### src/verilog/lfm_consts.vh
// Constants for the LED driver fault manager: register offsets, reset values,
// soft-start steps and timing counts.
// Assumes a 100 MHz system clock.
`ifndef LFM_CONSTS_VH
`define LFM_CONSTS_VH

// Register offsets on the serial management port.
`define LFM_REG_FAULT_STATUS  8'h02
`define LFM_REG_OUTPUT_MASK   8'h09

// Reset values.
`define LFM_MASK_RESET        8'h00
`define LFM_STATUS_RESET      8'h00

// Soft-start current limit, in 275 mA units: first level and final level.
`define LFM_ILIM_STEP_MA      275
`define LFM_ILIM_FIRST        4'h1
`define LFM_ILIM_FINAL        4'h8

// Clock rate and times.
`define LFM_CLK_MHZ           100
`define LFM_RAMP_MIN_US       8000
`define LFM_STEP_MIN_US       1000
`define LFM_STEP_CYCLES       ((`LFM_STEP_MIN_US) * (`LFM_CLK_MHZ))
`define LFM_HOT_TMO_US        800
`define LFM_HOT_TMO_CYCLES    ((`LFM_HOT_TMO_US) * (`LFM_CLK_MHZ))
`define LFM_DIM_TIMEOUTS      6

// Fraction of the overvoltage level that marks a collapse, in percent.
`define LFM_OVP_COLLAPSE_PCT  20

`endif

### src/verilog/lfm_channel_guard.v
// One LED sink channel's classifier: good/open tracking, short guard and
// open time-out, disabling the channel and latching its fault.
// Assumes comparator inputs are already synchronised to i_sys_clk.
`timescale 1ns/1ps
`include "lfm_consts.vh"

module lfm_channel_guard #(
    parameter HOT_TMO_CYCLES = `LFM_HOT_TMO_CYCLES
)(
    // Clock and reset.
    input  wire i_sys_clk,
    input  wire i_rst_n,
    // Channel conditions.
    input  wire i_active,
    input  wire i_at_target,
    input  wire i_sink_high,
    input  wire i_stable,
    input  wire i_force_open,
    input  wire i_hot,
    input  wire i_dim_tick,
    // Channel result.
    output reg  o_enable,
    output reg  o_fault
);

    // ************************************************************
    // Classification and time-out
    // ************************************************************

    reg        good;
    reg        open_det;
    reg [2:0]  dim_cnt;
    reg [31:0] hot_cnt;

    // Tracks good and open, then counts the time-out before disabling.
    always @(posedge i_sys_clk)
    begin
        if (!i_rst_n)
        begin
            good     <= 1'b0;
            open_det <= 1'b0;
            dim_cnt  <= 3'h0;
            hot_cnt  <= 32'h0;
            o_enable <= 1'b1;
            o_fault  <= 1'b0;
        end
        else if (!i_active || !o_enable)
        begin
            dim_cnt <= 3'h0;
            hot_cnt <= 32'h0;
        end
        else
        begin
            if (i_at_target)
                good <= 1'b1;
            if ((good && !i_at_target && i_stable) ||
                (i_force_open && !good))
                open_det <= 1'b1;
            if ((open_det || i_sink_high) && i_stable)
            begin
                if (i_hot && open_det)
                begin
                    if (hot_cnt >= HOT_TMO_CYCLES - 1)
                    begin
                        o_enable <= 1'b0;
                        o_fault  <= 1'b1;
                    end
                    hot_cnt <= hot_cnt + 32'h1;
                end
                else if (i_dim_tick)
                begin
                    if (dim_cnt == `LFM_DIM_TIMEOUTS - 1)
                    begin
                        o_enable <= 1'b0;
                        o_fault  <= 1'b1;
                    end
                    dim_cnt <= dim_cnt + 3'h1;
                end
            end
            else
            begin
                dim_cnt <= 3'h0;
                hot_cnt <= 32'h0;
            end
        end
    end

endmodule // lfm_channel_guard

### src/verilog/lfm_fault_manager.v
// LED driver fault manager: inrush gating, soft-start current limit,
// cycle-by-cycle switch limit, channel fault classification and the
// fault status and output mask registers.
// Assumes analog comparator inputs arrive asynchronously and that a serial
// management front end presents simple register read/write strobes.
// The hot time-out and ramp steps are counted in
// clock cycles and set by parameters.
// No state survives reset; the mask
// starts clear so all channels run.
//
// Behaviour
// - Boost idle until protection FET fully on.
// - Current limit starts lowest, seven equal steps.
// - Ramp spans at least minimum time, extendable; the default ramp is seven 1000 us steps, 7000 us, under the 8000 us minimum.
// - Switch on-time ends when current exceeds limit.
// - Input overcurrent fault shuts all channels.
// - Transients never let channel faults disable channels.
// - Channel faults recorded in fault status register.
// - Output mask register set only by host writes.
// - Host masks channels; only unmasked faults reported.
// - Channel above short threshold gets disabled.
// - Channel reaching target current marked good.
// - Good channel dropping below target becomes open.
// - Overvoltage or warm die: non-good channels open.
// - Open channel disabled only after time-out.
// - Time-out shortened above lower temperature threshold.
// - Zener-bypassed channel stays on unless overvoltage.
// - Overvoltage rise then collapse turns FET off.
// - Undervoltage stops switching until supply returns.
// - Hot time-out lasts HOT_TMO_CYCLES cycles, 800 us by default.
// - Normal short time-out is six dimming cycles.
`timescale 1ns/1ps
`include "lfm_consts.vh"

module lfm_fault_manager #(
    parameter NUM_CH          = 6,
    parameter STEP_CYCLES     = `LFM_STEP_CYCLES,
    parameter HOT_TMO_CYCLES  = `LFM_HOT_TMO_CYCLES
)(
    // Clock and reset.
    input  wire              i_sys_clk,
    input  wire              i_rst_n,
    // Analog comparator inputs, asynchronous.
    input  wire              i_fet_fully_on,
    input  wire              i_input_undervoltage_lockout,
    input  wire              i_switch_over_limit,
    input  wire              i_input_overcurrent,
    input  wire              i_output_overvoltage_sense,
    input  wire              i_ovp_above_collapse,
    input  wire              i_temp_above_lower,
    input  wire              i_loop_stable,
    input  wire [NUM_CH-1:0] i_led_sink_channel_at_target,
    input  wire [NUM_CH-1:0] i_channel_short_guard,
    // Timing inputs from the converter and dimming logic, same clock.
    input  wire              i_sw_cycle_start,
    input  wire              i_dim_cycle_tick,
    input  wire              i_ramp_extend,
    // Register access strobes from the serial front end, same clock.
    input  wire              i_reg_wr,
    input  wire              i_reg_rd,
    input  wire [7:0]        i_reg_addr,
    input  wire [7:0]        i_reg_wdata,
    output reg  [7:0]        o_reg_rdata,
    // Converter and channel controls.
    output reg               o_boost_run,
    output reg               o_switch_on,
    output reg  [3:0]        o_current_limit,
    output reg               o_fet_gate_off,
    output wire [NUM_CH-1:0] o_channel_enable
);

    // ************************************************************
    // Input synchronisers
    // ************************************************************

    localparam SW = 9 + 2 * NUM_CH;

    // Levels reach the logic two clocks late.
    // One chain keeps all inputs in step.
    // A pulse under one clock may be lost.
    // Reset clears both stages.

    reg [SW-1:0] sync_a;
    reg [SW-1:0] sync_b;

    // Two flops on every comparator input before any logic reads it.
    always @(posedge i_sys_clk)
    begin
        if (!i_rst_n)
        begin
            sync_a <= {SW{1'b0}};
            sync_b <= {SW{1'b0}};
        end
        else
        begin
            sync_a <= {i_fet_fully_on, i_input_undervoltage_lockout, i_switch_over_limit,
                       i_input_overcurrent, i_output_overvoltage_sense,
                       i_ovp_above_collapse, i_temp_above_lower, i_loop_stable,
                       1'b0, i_led_sink_channel_at_target, i_channel_short_guard};
            sync_b <= sync_a;
        end
    end

    wire              fet_on      = sync_b[SW-1];
    wire              input_undervoltage_lockout        = sync_b[SW-2];
    wire              sw_over     = sync_b[SW-3];
    wire              in_ocp      = sync_b[SW-4];
    wire              output_overvoltage_sense         = sync_b[SW-5];
    wire              ovp_above   = sync_b[SW-6];
    wire              temp_warm   = sync_b[SW-7];
    wire              stable      = sync_b[SW-8];
    wire [NUM_CH-1:0] at_target   = sync_b[2*NUM_CH-1:NUM_CH];
    wire [NUM_CH-1:0] sink_high   = sync_b[NUM_CH-1:0];
    // The spare chain bit is never read;
    // it pads the chain to a fixed width.

    // ************************************************************
    // Start-up sequencer
    // ************************************************************

    // One-hot states; an illegal code falls
    // back to waiting for the FET.
    // The ramp state ends after seven steps.
    localparam ST_WAIT = 3'b001;
    localparam ST_RAMP = 3'b010;
    localparam ST_RUN  = 3'b100;

    reg [2:0]  state;
    reg [31:0] step_cnt;
    reg        ch_reset;

    // ch_reset clears every channel guard
    // whenever the start-up restarts, so
    // stale good marks never carry over.
    // Undervoltage sends the limit back to
    // the first level and restarts the wait.

    // Waits for the FET, then steps the limit up one level per step period.
    always @(posedge i_sys_clk)
    begin
        if (!i_rst_n)
        begin
            state           <= ST_WAIT;
            step_cnt        <= 32'h0;
            o_boost_run     <= 1'b0;
            o_current_limit <= `LFM_ILIM_FIRST;
            ch_reset        <= 1'b1;
        end
        else if (input_undervoltage_lockout)
        begin
            // Undervoltage: stop switching and restart from the beginning.
            state           <= ST_WAIT;
            step_cnt        <= 32'h0;
            o_boost_run     <= 1'b0;
            o_current_limit <= `LFM_ILIM_FIRST;
            ch_reset        <= 1'b1;
        end
        else
        begin
            ch_reset <= 1'b0;
            case (state)
                ST_WAIT:
                begin
                    o_current_limit <= `LFM_ILIM_FIRST;
                    if (fet_on)
                    begin
                        o_boost_run <= 1'b1;
                        state       <= ST_RAMP;
                    end
                end
                ST_RAMP:
                begin
                    // Extension holds the count so low-duty dimming lengthens it.
                    if (!i_ramp_extend)
                    begin
                        if (step_cnt >= STEP_CYCLES - 1)
                        begin
                            step_cnt        <= 32'h0;
                            o_current_limit <= o_current_limit + 4'h1;
                            if (o_current_limit == `LFM_ILIM_FINAL - 4'h1)
                                state <= ST_RUN;
                        end
                        else
                            step_cnt <= step_cnt + 32'h1;
                    end
                end
                ST_RUN:
                    o_current_limit <= `LFM_ILIM_FINAL;
                default:
                    state <= ST_WAIT;
            endcase
        end
    end

    // ************************************************************
    // Cycle-by-cycle switch limit
    // ************************************************************

    // The over-limit level wins over a cycle
    // start, so a switch held above the limit
    // never turns back on in the same cycle.
    // Losing the run enable drops it at once.
    // Switch turns on at each cycle start and ends once current exceeds the limit.
    always @(posedge i_sys_clk)
    begin
        if (!i_rst_n)
            o_switch_on <= 1'b0;
        else if (!o_boost_run || sw_over)
            o_switch_on <= 1'b0;
        else if (i_sw_cycle_start)
            o_switch_on <= 1'b1;
    end

    // ************************************************************
    // Overvoltage collapse and input overcurrent
    // ************************************************************

    reg ovp_armed;
    reg ocp_shutdown;

    // Both events latch until reset: the FET
    // stays off and channels stay shut, so a
    // fault cannot restart the converter.
    // Arming needs the sense above the
    // collapse level at least once first.
    // Rise above then fall below the collapse fraction switches the FET off.
    always @(posedge i_sys_clk)
    begin
        if (!i_rst_n)
        begin
            ovp_armed      <= 1'b0;
            o_fet_gate_off <= 1'b0;
            ocp_shutdown   <= 1'b0;
        end
        else
        begin
            if (ovp_above)
                ovp_armed <= 1'b1;
            else if (ovp_armed)
                o_fet_gate_off <= 1'b1;
            if (in_ocp)
                ocp_shutdown <= 1'b1;
        end
    end

    // ************************************************************
    // Output mask register
    // ************************************************************

    reg [7:0] output_mask;

    // Bits above the channel count are kept
    // for read-back only and drive nothing.
    // Writes to any other offset are dropped.
    // A set bit also hides status reports.
    // Host writes the mask, set bits disable and hide a channel.
    always @(posedge i_sys_clk)
    begin
        if (!i_rst_n)
            output_mask <= `LFM_MASK_RESET;
        else if (i_reg_wr && i_reg_addr == `LFM_REG_OUTPUT_MASK)
            output_mask <= i_reg_wdata;
    end

    // ************************************************************
    // Channel guards
    // ************************************************************

    wire [NUM_CH-1:0] ch_en;
    wire [NUM_CH-1:0] ch_fault;
    wire              force_open = output_overvoltage_sense | temp_warm;

    // A masked channel is held inactive, so it
    // never counts a time-out or sets a fault.
    // Overvoltage or a warm die forces every
    // channel that is not yet good to open.
    // The short guard uses dim-tick time-outs
    // even while hot; only opens speed up.

    genvar g;
    generate
        for (g = 0; g < NUM_CH; g = g + 1)
        begin : g_ch
            lfm_channel_guard #(
                .HOT_TMO_CYCLES (HOT_TMO_CYCLES)
            ) u_guard (
                .i_sys_clk    (i_sys_clk),
                .i_rst_n      (i_rst_n & ~ch_reset),
                .i_active     (o_boost_run & ~output_mask[g]),
                .i_at_target  (at_target[g]),
                .i_sink_high  (sink_high[g]),
                .i_stable     (stable),
                .i_force_open (force_open),
                .i_hot        (temp_warm),
                .i_dim_tick   (i_dim_cycle_tick),
                .o_enable     (ch_en[g]),
                .o_fault      (ch_fault[g])
            );
        end
    endgenerate

    // Enables are gates of registers only,
    // so they never glitch on input noise.
    // Overcurrent shuts all channels at once.
    // Channels run only when enabled, unmasked and no input overcurrent.
    assign o_channel_enable = ch_en & ~output_mask[NUM_CH-1:0]
                              & {NUM_CH{~ocp_shutdown}};

    // ************************************************************
    // Fault status register
    // ************************************************************

    // Bits stay set across undervoltage
    // restarts; only reset clears them, so
    // the host can read a fault much later.
    reg  [NUM_CH-1:0] fault_status;
    wire [7:0]        status_reset = `LFM_STATUS_RESET;

    // Sticky per-channel faults; masked channels never report.
    always @(posedge i_sys_clk)
    begin
        if (!i_rst_n)
            fault_status <= status_reset[NUM_CH-1:0];
        else
            fault_status <= fault_status | (ch_fault & ~output_mask[NUM_CH-1:0]);
    end

    // Read data holds until the next read,
    // so a slow host may take it late.
    // Status bits above the channels read 0.
    // Reads have no side effects.
    // Registered read data, unmapped offsets read zero.
    always @(posedge i_sys_clk)
    begin
        if (!i_rst_n)
            o_reg_rdata <= 8'h00;
        else if (i_reg_rd)
        begin
            case (i_reg_addr)
                `LFM_REG_FAULT_STATUS: o_reg_rdata <= {{(8-NUM_CH){1'b0}}, fault_status};
                `LFM_REG_OUTPUT_MASK:  o_reg_rdata <= output_mask;
                default:               o_reg_rdata <= 8'h00;
            endcase
        end
    end

endmodule // lfm_fault_manager
### config.mk
export PLATFORM = sky130hd
export DESIGN_NAME = lfm_fault_manager
export DESIGN_NICKNAME = d
export VERILOG_FILES = /design/src/verilog/lfm_channel_guard.v /design/src/verilog/lfm_fault_manager.v
export VERILOG_INCLUDE_DIRS = /design/src /design/src/verilog
export SDC_FILE = /design/constraint.sdc
export NUM_CORES = 1
export LEC_CHECK = 0
export BUFFER_PORTS_ARGS = -buffer_cell sky130_fd_sc_hd__buf_4
export CAP_MARGIN = 0
export CORE_MARGIN = 10
export CORE_UTILIZATION = 50
export DETAILED_ROUTE_END_ITERATION = 10
export GPL_TIMING_DRIVEN = 1
export PLACE_DENSITY = 0.66
export SLEW_MARGIN = 20
export SYNTH_ARGS = -nofsm -noshare
export SYNTH_HDL_FRONTEND = slang
export SYNTH_SLANG_ARGS = --single-unit
### constraint.sdc
create_clock -name i_sys_clk -period 3.07 [get_ports i_sys_clk]
set_clock_uncertainty 0.1 [all_clocks]
set_input_delay 0.1535 -clock i_sys_clk [delete_from_list [all_inputs] [get_ports i_sys_clk]]
set_output_delay 0.1535 -clock i_sys_clk [all_outputs]
set_load 0.05 [all_outputs]
Yosys cells after proc, flatten, opt, wreduce, memory -nomap -nowiden --
Cells that the tools add are included.
Word-level totals: register bits 343, bits in latches 0, bits in writable memories 0, ROM bits 0, bits of input ports 43, output and inout port bits 21, memories 0
Operators by class: add/subtract/negate cells 14, $mul 0, div/mod/pow operators 0, magnitude comparators 7, equal/unequal tests 22, shifts and indexed selects 0, multiplexer cells 59, bitwise logic cells 44, reduce and logical (&&, ||, !) cells 125
Operator list (count):
- $add 32x1->32 const B | 7
- $ge 32x17->1 const B | 7
- $mux 1 | 49
- $reduce_and 2->1 | 21
- $reduce_and 5->1 | 7
- $mux 32 | 1
- $logic_and 1x1->1 | 31
- $not 1->1 | 31
- $logic_not 1->1 | 25
- $reduce_bool 2->1 | 12
- $eq 3x3->1 const B | 7
- $ne 2x2->1 const B | 10
- $logic_or 1x1->1 | 19
- $add 3x1->3 const B | 6
- $and 6x6->6 | 3
- $reduce_or 3->1 | 6
- $pmux 8 s2 | 1
- $mux 3 | 4
- $pmux 4 s3 | 1
- $pmux 3 s3 | 1
- $eq 8x2->1 const B | 1
- $eq 8x4->1 const B | 1
- $mux 4 | 2
- $and 1x1->1 | 7
- 10 further kinds | 11

Longest topological paths before layout --
depth after elaboration 6, depth in mapped cells 8, gate-level depth less buffers 6

Modules after synthesis --
From an unflattened synthesis, not the netlist that was laid out.
Second synthesis, totals: cells, all modules 1830, area total of the unflattened synthesis 15872.7 sq um
Modules (own cells, without submodules):
- lfm_channel_guard | instances 6, cells each 233, area each 1965.6 sq um, sequential area each 780.7 sq um
- lfm_fault_manager | instances 1, cells each 432, area each 4078.9 sq um, sequential area each 2142.1 sq um

Worst setup path after synthesis --
OpenSTA, ideal clock, no wires.
kind reg2reg, from reg g_ch[0].u_guard.hot_cnt[8], to reg g_ch[0].u_guard.hot_cnt[29], library setup time 0.071 ns, arrival 2.000 ns, setup slack 0.900 ns, cell stages (with the launch flop) 7, period minus slack after synthesis 2.170 ns, cell sequence dfxtp_1 nand4_4 or3_1 buf_6 or4_4 or3_1 a21oi_1
On the way: longest elaborated chain between the ends 1
RTL lines:
- start, declared | RTL line lfm_channel_guard.v:33 | reg [31:0] hot_cnt;
- start signal, assigned | RTL line lfm_channel_guard.v:68 | hot_cnt <= hot_cnt + 32'h1;
- $add 32x1->32 | RTL line lfm_channel_guard.v:68
Every way passes these cells. A chain may end at the register's enable or synchronous reset.

Worst setup path in the final report --
from reg sync_b[14], to reg g_ch[1].u_guard.hot_cnt[29]
On the way: longest elaborated chain between the ends 1
RTL lines:
- start, declared | RTL line lfm_fault_manager.v:84 | reg [SW-1:0] sync_b;
- start signal, assigned | RTL line lfm_fault_manager.v:92 | sync_b <= {SW{1'b0}};
- start signal, assigned | RTL line lfm_fault_manager.v:100 | sync_b <= sync_a;
- $logic_and 1x1->1 | RTL line lfm_channel_guard.v:61 | if (i_hot && open_det)
- end signal, assigned | RTL line lfm_channel_guard.v:68
- end, declared | RTL line lfm_channel_guard.v:33
Every way passes these cells.

==> summary.md <==
| Metric | Value |
|---|---|
| Synth Cell Area | 0.0148 mm2 |
| Area Overhead vs Synth | 17.3% |
| R2R Setup Slk | 0.61 ns |
| Gp weighted congestion | 0.828 |
| Maximum vdd drop | 0.470 mV |
| Max Slew Vio Count | 0 |
| Worst-Margin Slew | 0.870 ns |
| Reg2reg start | sync_b[14] |
| Startpoint types | register |
| Commonest non-fill, non-tap cell in the layout | dfxtp_1 |
| Vias in the first global route | 11.4k |
| Total CTS buffers | 38 |
| Initial antenna violation count | 0 |
| CP required | 3.42 ns |
| Top FF cell, synth | dfxtp_1 |
| R2R depth | 6 |
| Drt initial violations | 681 |
| CTS tree | done |
| Pwr dens | 552 mW/mm2 |
| Post-Route WL | 31.9 mm |
| Hold depth | 3 |
| Grt total ovfl | 0 |
| Fin area | 0.0174 mm2 |
| Core area | 0.0289 mm2 |
| Synth warnings | 0 |
| Fmax achieved | 0.407 GHz |
| Async SR Flop Fraction | 0% |
| Die X-Extent | 192 um |
| RSZ-0062 raised after global routing | false |
| RR Endpoint | g_ch[1].u_guard.hot_cnt[29] |
| Final HPWL DP | 21.4 mm |
| Fin. Hold Viols | 0 |
| N_diodes | 0 |
| Floorplan row count | 62 |
| Post-Route Setup TNS | 0 ns |
| Slew headroom | 41.2% |
| Cells after synthesis | 1714 |
| Status | completed |
| Die Ht | 192 um |
| Leakage | 5.64 nW |
| Drt wl/cell | 14.4 um |
| Tightest Hold Check Type | input port to register |
| Final Net Count | 1860 |
| Initial Util | 51.2% |
| GRT Util Overall | 17.2% |
| Number of synthesized register bits | 341 |
| # setup viols final | 0 |
| CP Capture Type | register |
| Root Buffer | clkbuf_16 |
| Fin crit period | 2.46 ns |
| Largest net degree at the start of global routing | 38 |
| Via count | 12.1k |
| Share of post-route cells with drive strength above 1 | 8.82% |
| Post-synth cell types | 66 |
| Tcrit/Tclk final | 80.0% |
| Worst Hold End | g_ch[0].u_guard.dim_cnt[1] |
| DR vias/cell | 5.50 |
| Commonest non-fill, non-tap cells in the layout | 341 x dfxtp_1, 242 x nor2_1, 109 x nand2_1 |
| EDFF count, synth | 0 |
| Util after Layout | 60.0% |
| Die area | 0.0369 mm2 |
| Register area share after synthesis | 46.1% |
| Syn avg cell area | 8.64 um2 |
| Hold path startpoint | i_dim_cycle_tick |
| CP Max Fanout | 28 |
| WS Path Type | register to register |
| Clock slew seen by the registers of the worst setup and hold paths | 0.06 ns |
| H-tree levels | 2 |
| DR pass1 iterations | 4 |
| DRC | 0 |
| Power Total | 9.58 mW |
| CTS Buffer Depth | 3 |
| Placed Area | 0.0156 mm2 |
| Syn nets | 1777 |
| Top Ports | 64 |
| Final hold slack | 0.0230 ns |
| Port buffer count | 63 |
| Worst Path Arrival | 2.81 ns |
| Max-cap violations | 0 |
| First-pass GRT wire length | 54.4 mm |
| Remaining antenna violation count | 0 |
| Worst-Skew Late Latency | 0.52 ns |
| # clock sinks | 341 |
sequential cells by signal (all words and copies together), names as in the netlist, 3 cells and up:
name,flops
fault_status,6
g_ch.u_guard.dim_cnt,18
g_ch.u_guard.good,6
g_ch.u_guard.hot_cnt,192
g_ch.u_guard.o_enable,6
g_ch.u_guard.o_fault,6
g_ch.u_guard.open_det,6
o_current_limit,4
o_reg_rdata,8
output_mask,8
state,3
step_cnt,32
sync_a,20
sync_b,20
per-stage QoR:
stage | setup WS [ns] | std cells
after CTS | 0.620 | 2210
after floorplan | 0.900 | 1714
after global placement | 0.666 | 2103
after global routing | 0.450 | 2210
final | 0.614 | 2210
after detailed placement | 0.628 | 2103
final cells by class:
cell class / count / area [um2]
fill: 2548 / 11600
clock inverter: 12 / 191
inverter: 50 / 188
multi-input combinational: 1247 / 7500
tap: 384 / 480
clock buffer: 57 / 1180
timing repair buffer: 119 / 988
sequential: 341 / 6830
logic make-up after synthesis:
kind of cell | after synthesis | synth area share [%]
fa+ha+maj | 20 | 1.69
xor+xnor | 179 | 10.6
flops | 341 | 46.1
simple gates | 837 | 29.2
buf+inv | 126 | 3.29
mux | 11 | 0.744
compound gates | 200 | 8.39
power breakdown:
part,switching (mW),internal (mW),total [mW]
clock,1.78,3.07,4.85
combinational,0.140,0.115,0.255
sequential,0.0183,4.46,4.48
timing repair:
action,4_1_cts,5_1_grt
setup buffers,0,0
resized for setup,0,0
hold buffers,38,0
hold endpoints to repair,46,0
Yosys cell counts, types with 2 or more instances:
master       n  area, um2
dfxtp_1    341       6830
nor2_1     242        908
nand2_1    109        409
xnor2_1    107        937
nand3_1     89        445
nor3_1      81        405
a21oi_1     72        360
xor2_1      72        631
nor4_1      71        444
clkbuf_1    68        255
nand4_1     56        350
and2_1      50        313
inv_1       48        180
o21ai_0     39        195
and4_1      38        333
or3_1       33        206
and3_1      21        131
a31oi_1     20        125
ha_1        20        250
nor2b_1     12       75.1
mux2i_1     11        110
or4_1       11       82.6
a211oi_1     7       52.6
o22ai_1      7       43.8
a22oi_1      6       45.0
a311oi_1     6       52.6
o211ai_1     6       45.0
a41oi_1      5       43.8
nand2b_1     5       31.3
buf_1        4       15.0
nor3b_1      4       30.0
o41ai_1      4       35.0
a21bo_2      3       30.0
o21a_1       3       22.5
o31ai_1      3       22.5
a2111oi_0    2       17.5
a21o_1       2       15.0
a31o_2       2       17.5
buf_2        2       10.0
nand4bb_1    2       22.5
nor4b_1      2       17.5
o2111ai_1    2       17.5
o221ai_1     2       17.5
or2_2        2       12.5
worst max-delay path: stages (launching register included):
cell and delay (ns):
dfxtp_1 0.30, buf_4 0.29, nand4_1 0.15, or2_0 0.38, or4_1 0.67, or3_1 0.35
a21oi_1 0.14
metal layers:
metal	wire length (um)	vias to the layer above	share of wire (%)	track usage (%)
met5	0	-	0	0
met4	830	0	2.6	5.90
met3	1340	51	4.2	2.99
met2	14800	184	46	28.2
met1	14900	5676	47	22.5
li1	-	6237	-	-
worst max path at each step:
stage / startpoint / to / slack [ns] / depth (start not counted)
after floorplan: g_ch[0].u_guard.hot_cnt[8] / g_ch[0].u_guard.hot_cnt[29] / 0.90 / 6
after global placement: sync_b[14] / g_ch[2].u_guard.hot_cnt[31] / 0.67 / 6
after detailed placement: sync_b[14] / g_ch[2].u_guard.hot_cnt[31] / 0.63 / 6
after CTS: sync_b[14] / g_ch[2].u_guard.hot_cnt[31] / 0.62 / 6
after global routing: sync_b[14] / g_ch[1].u_guard.hot_cnt[31] / 0.45 / 6
final: sync_b[14] / g_ch[1].u_guard.hot_cnt[29] / 0.61 / 6
(Power assumes the default switching activity.)
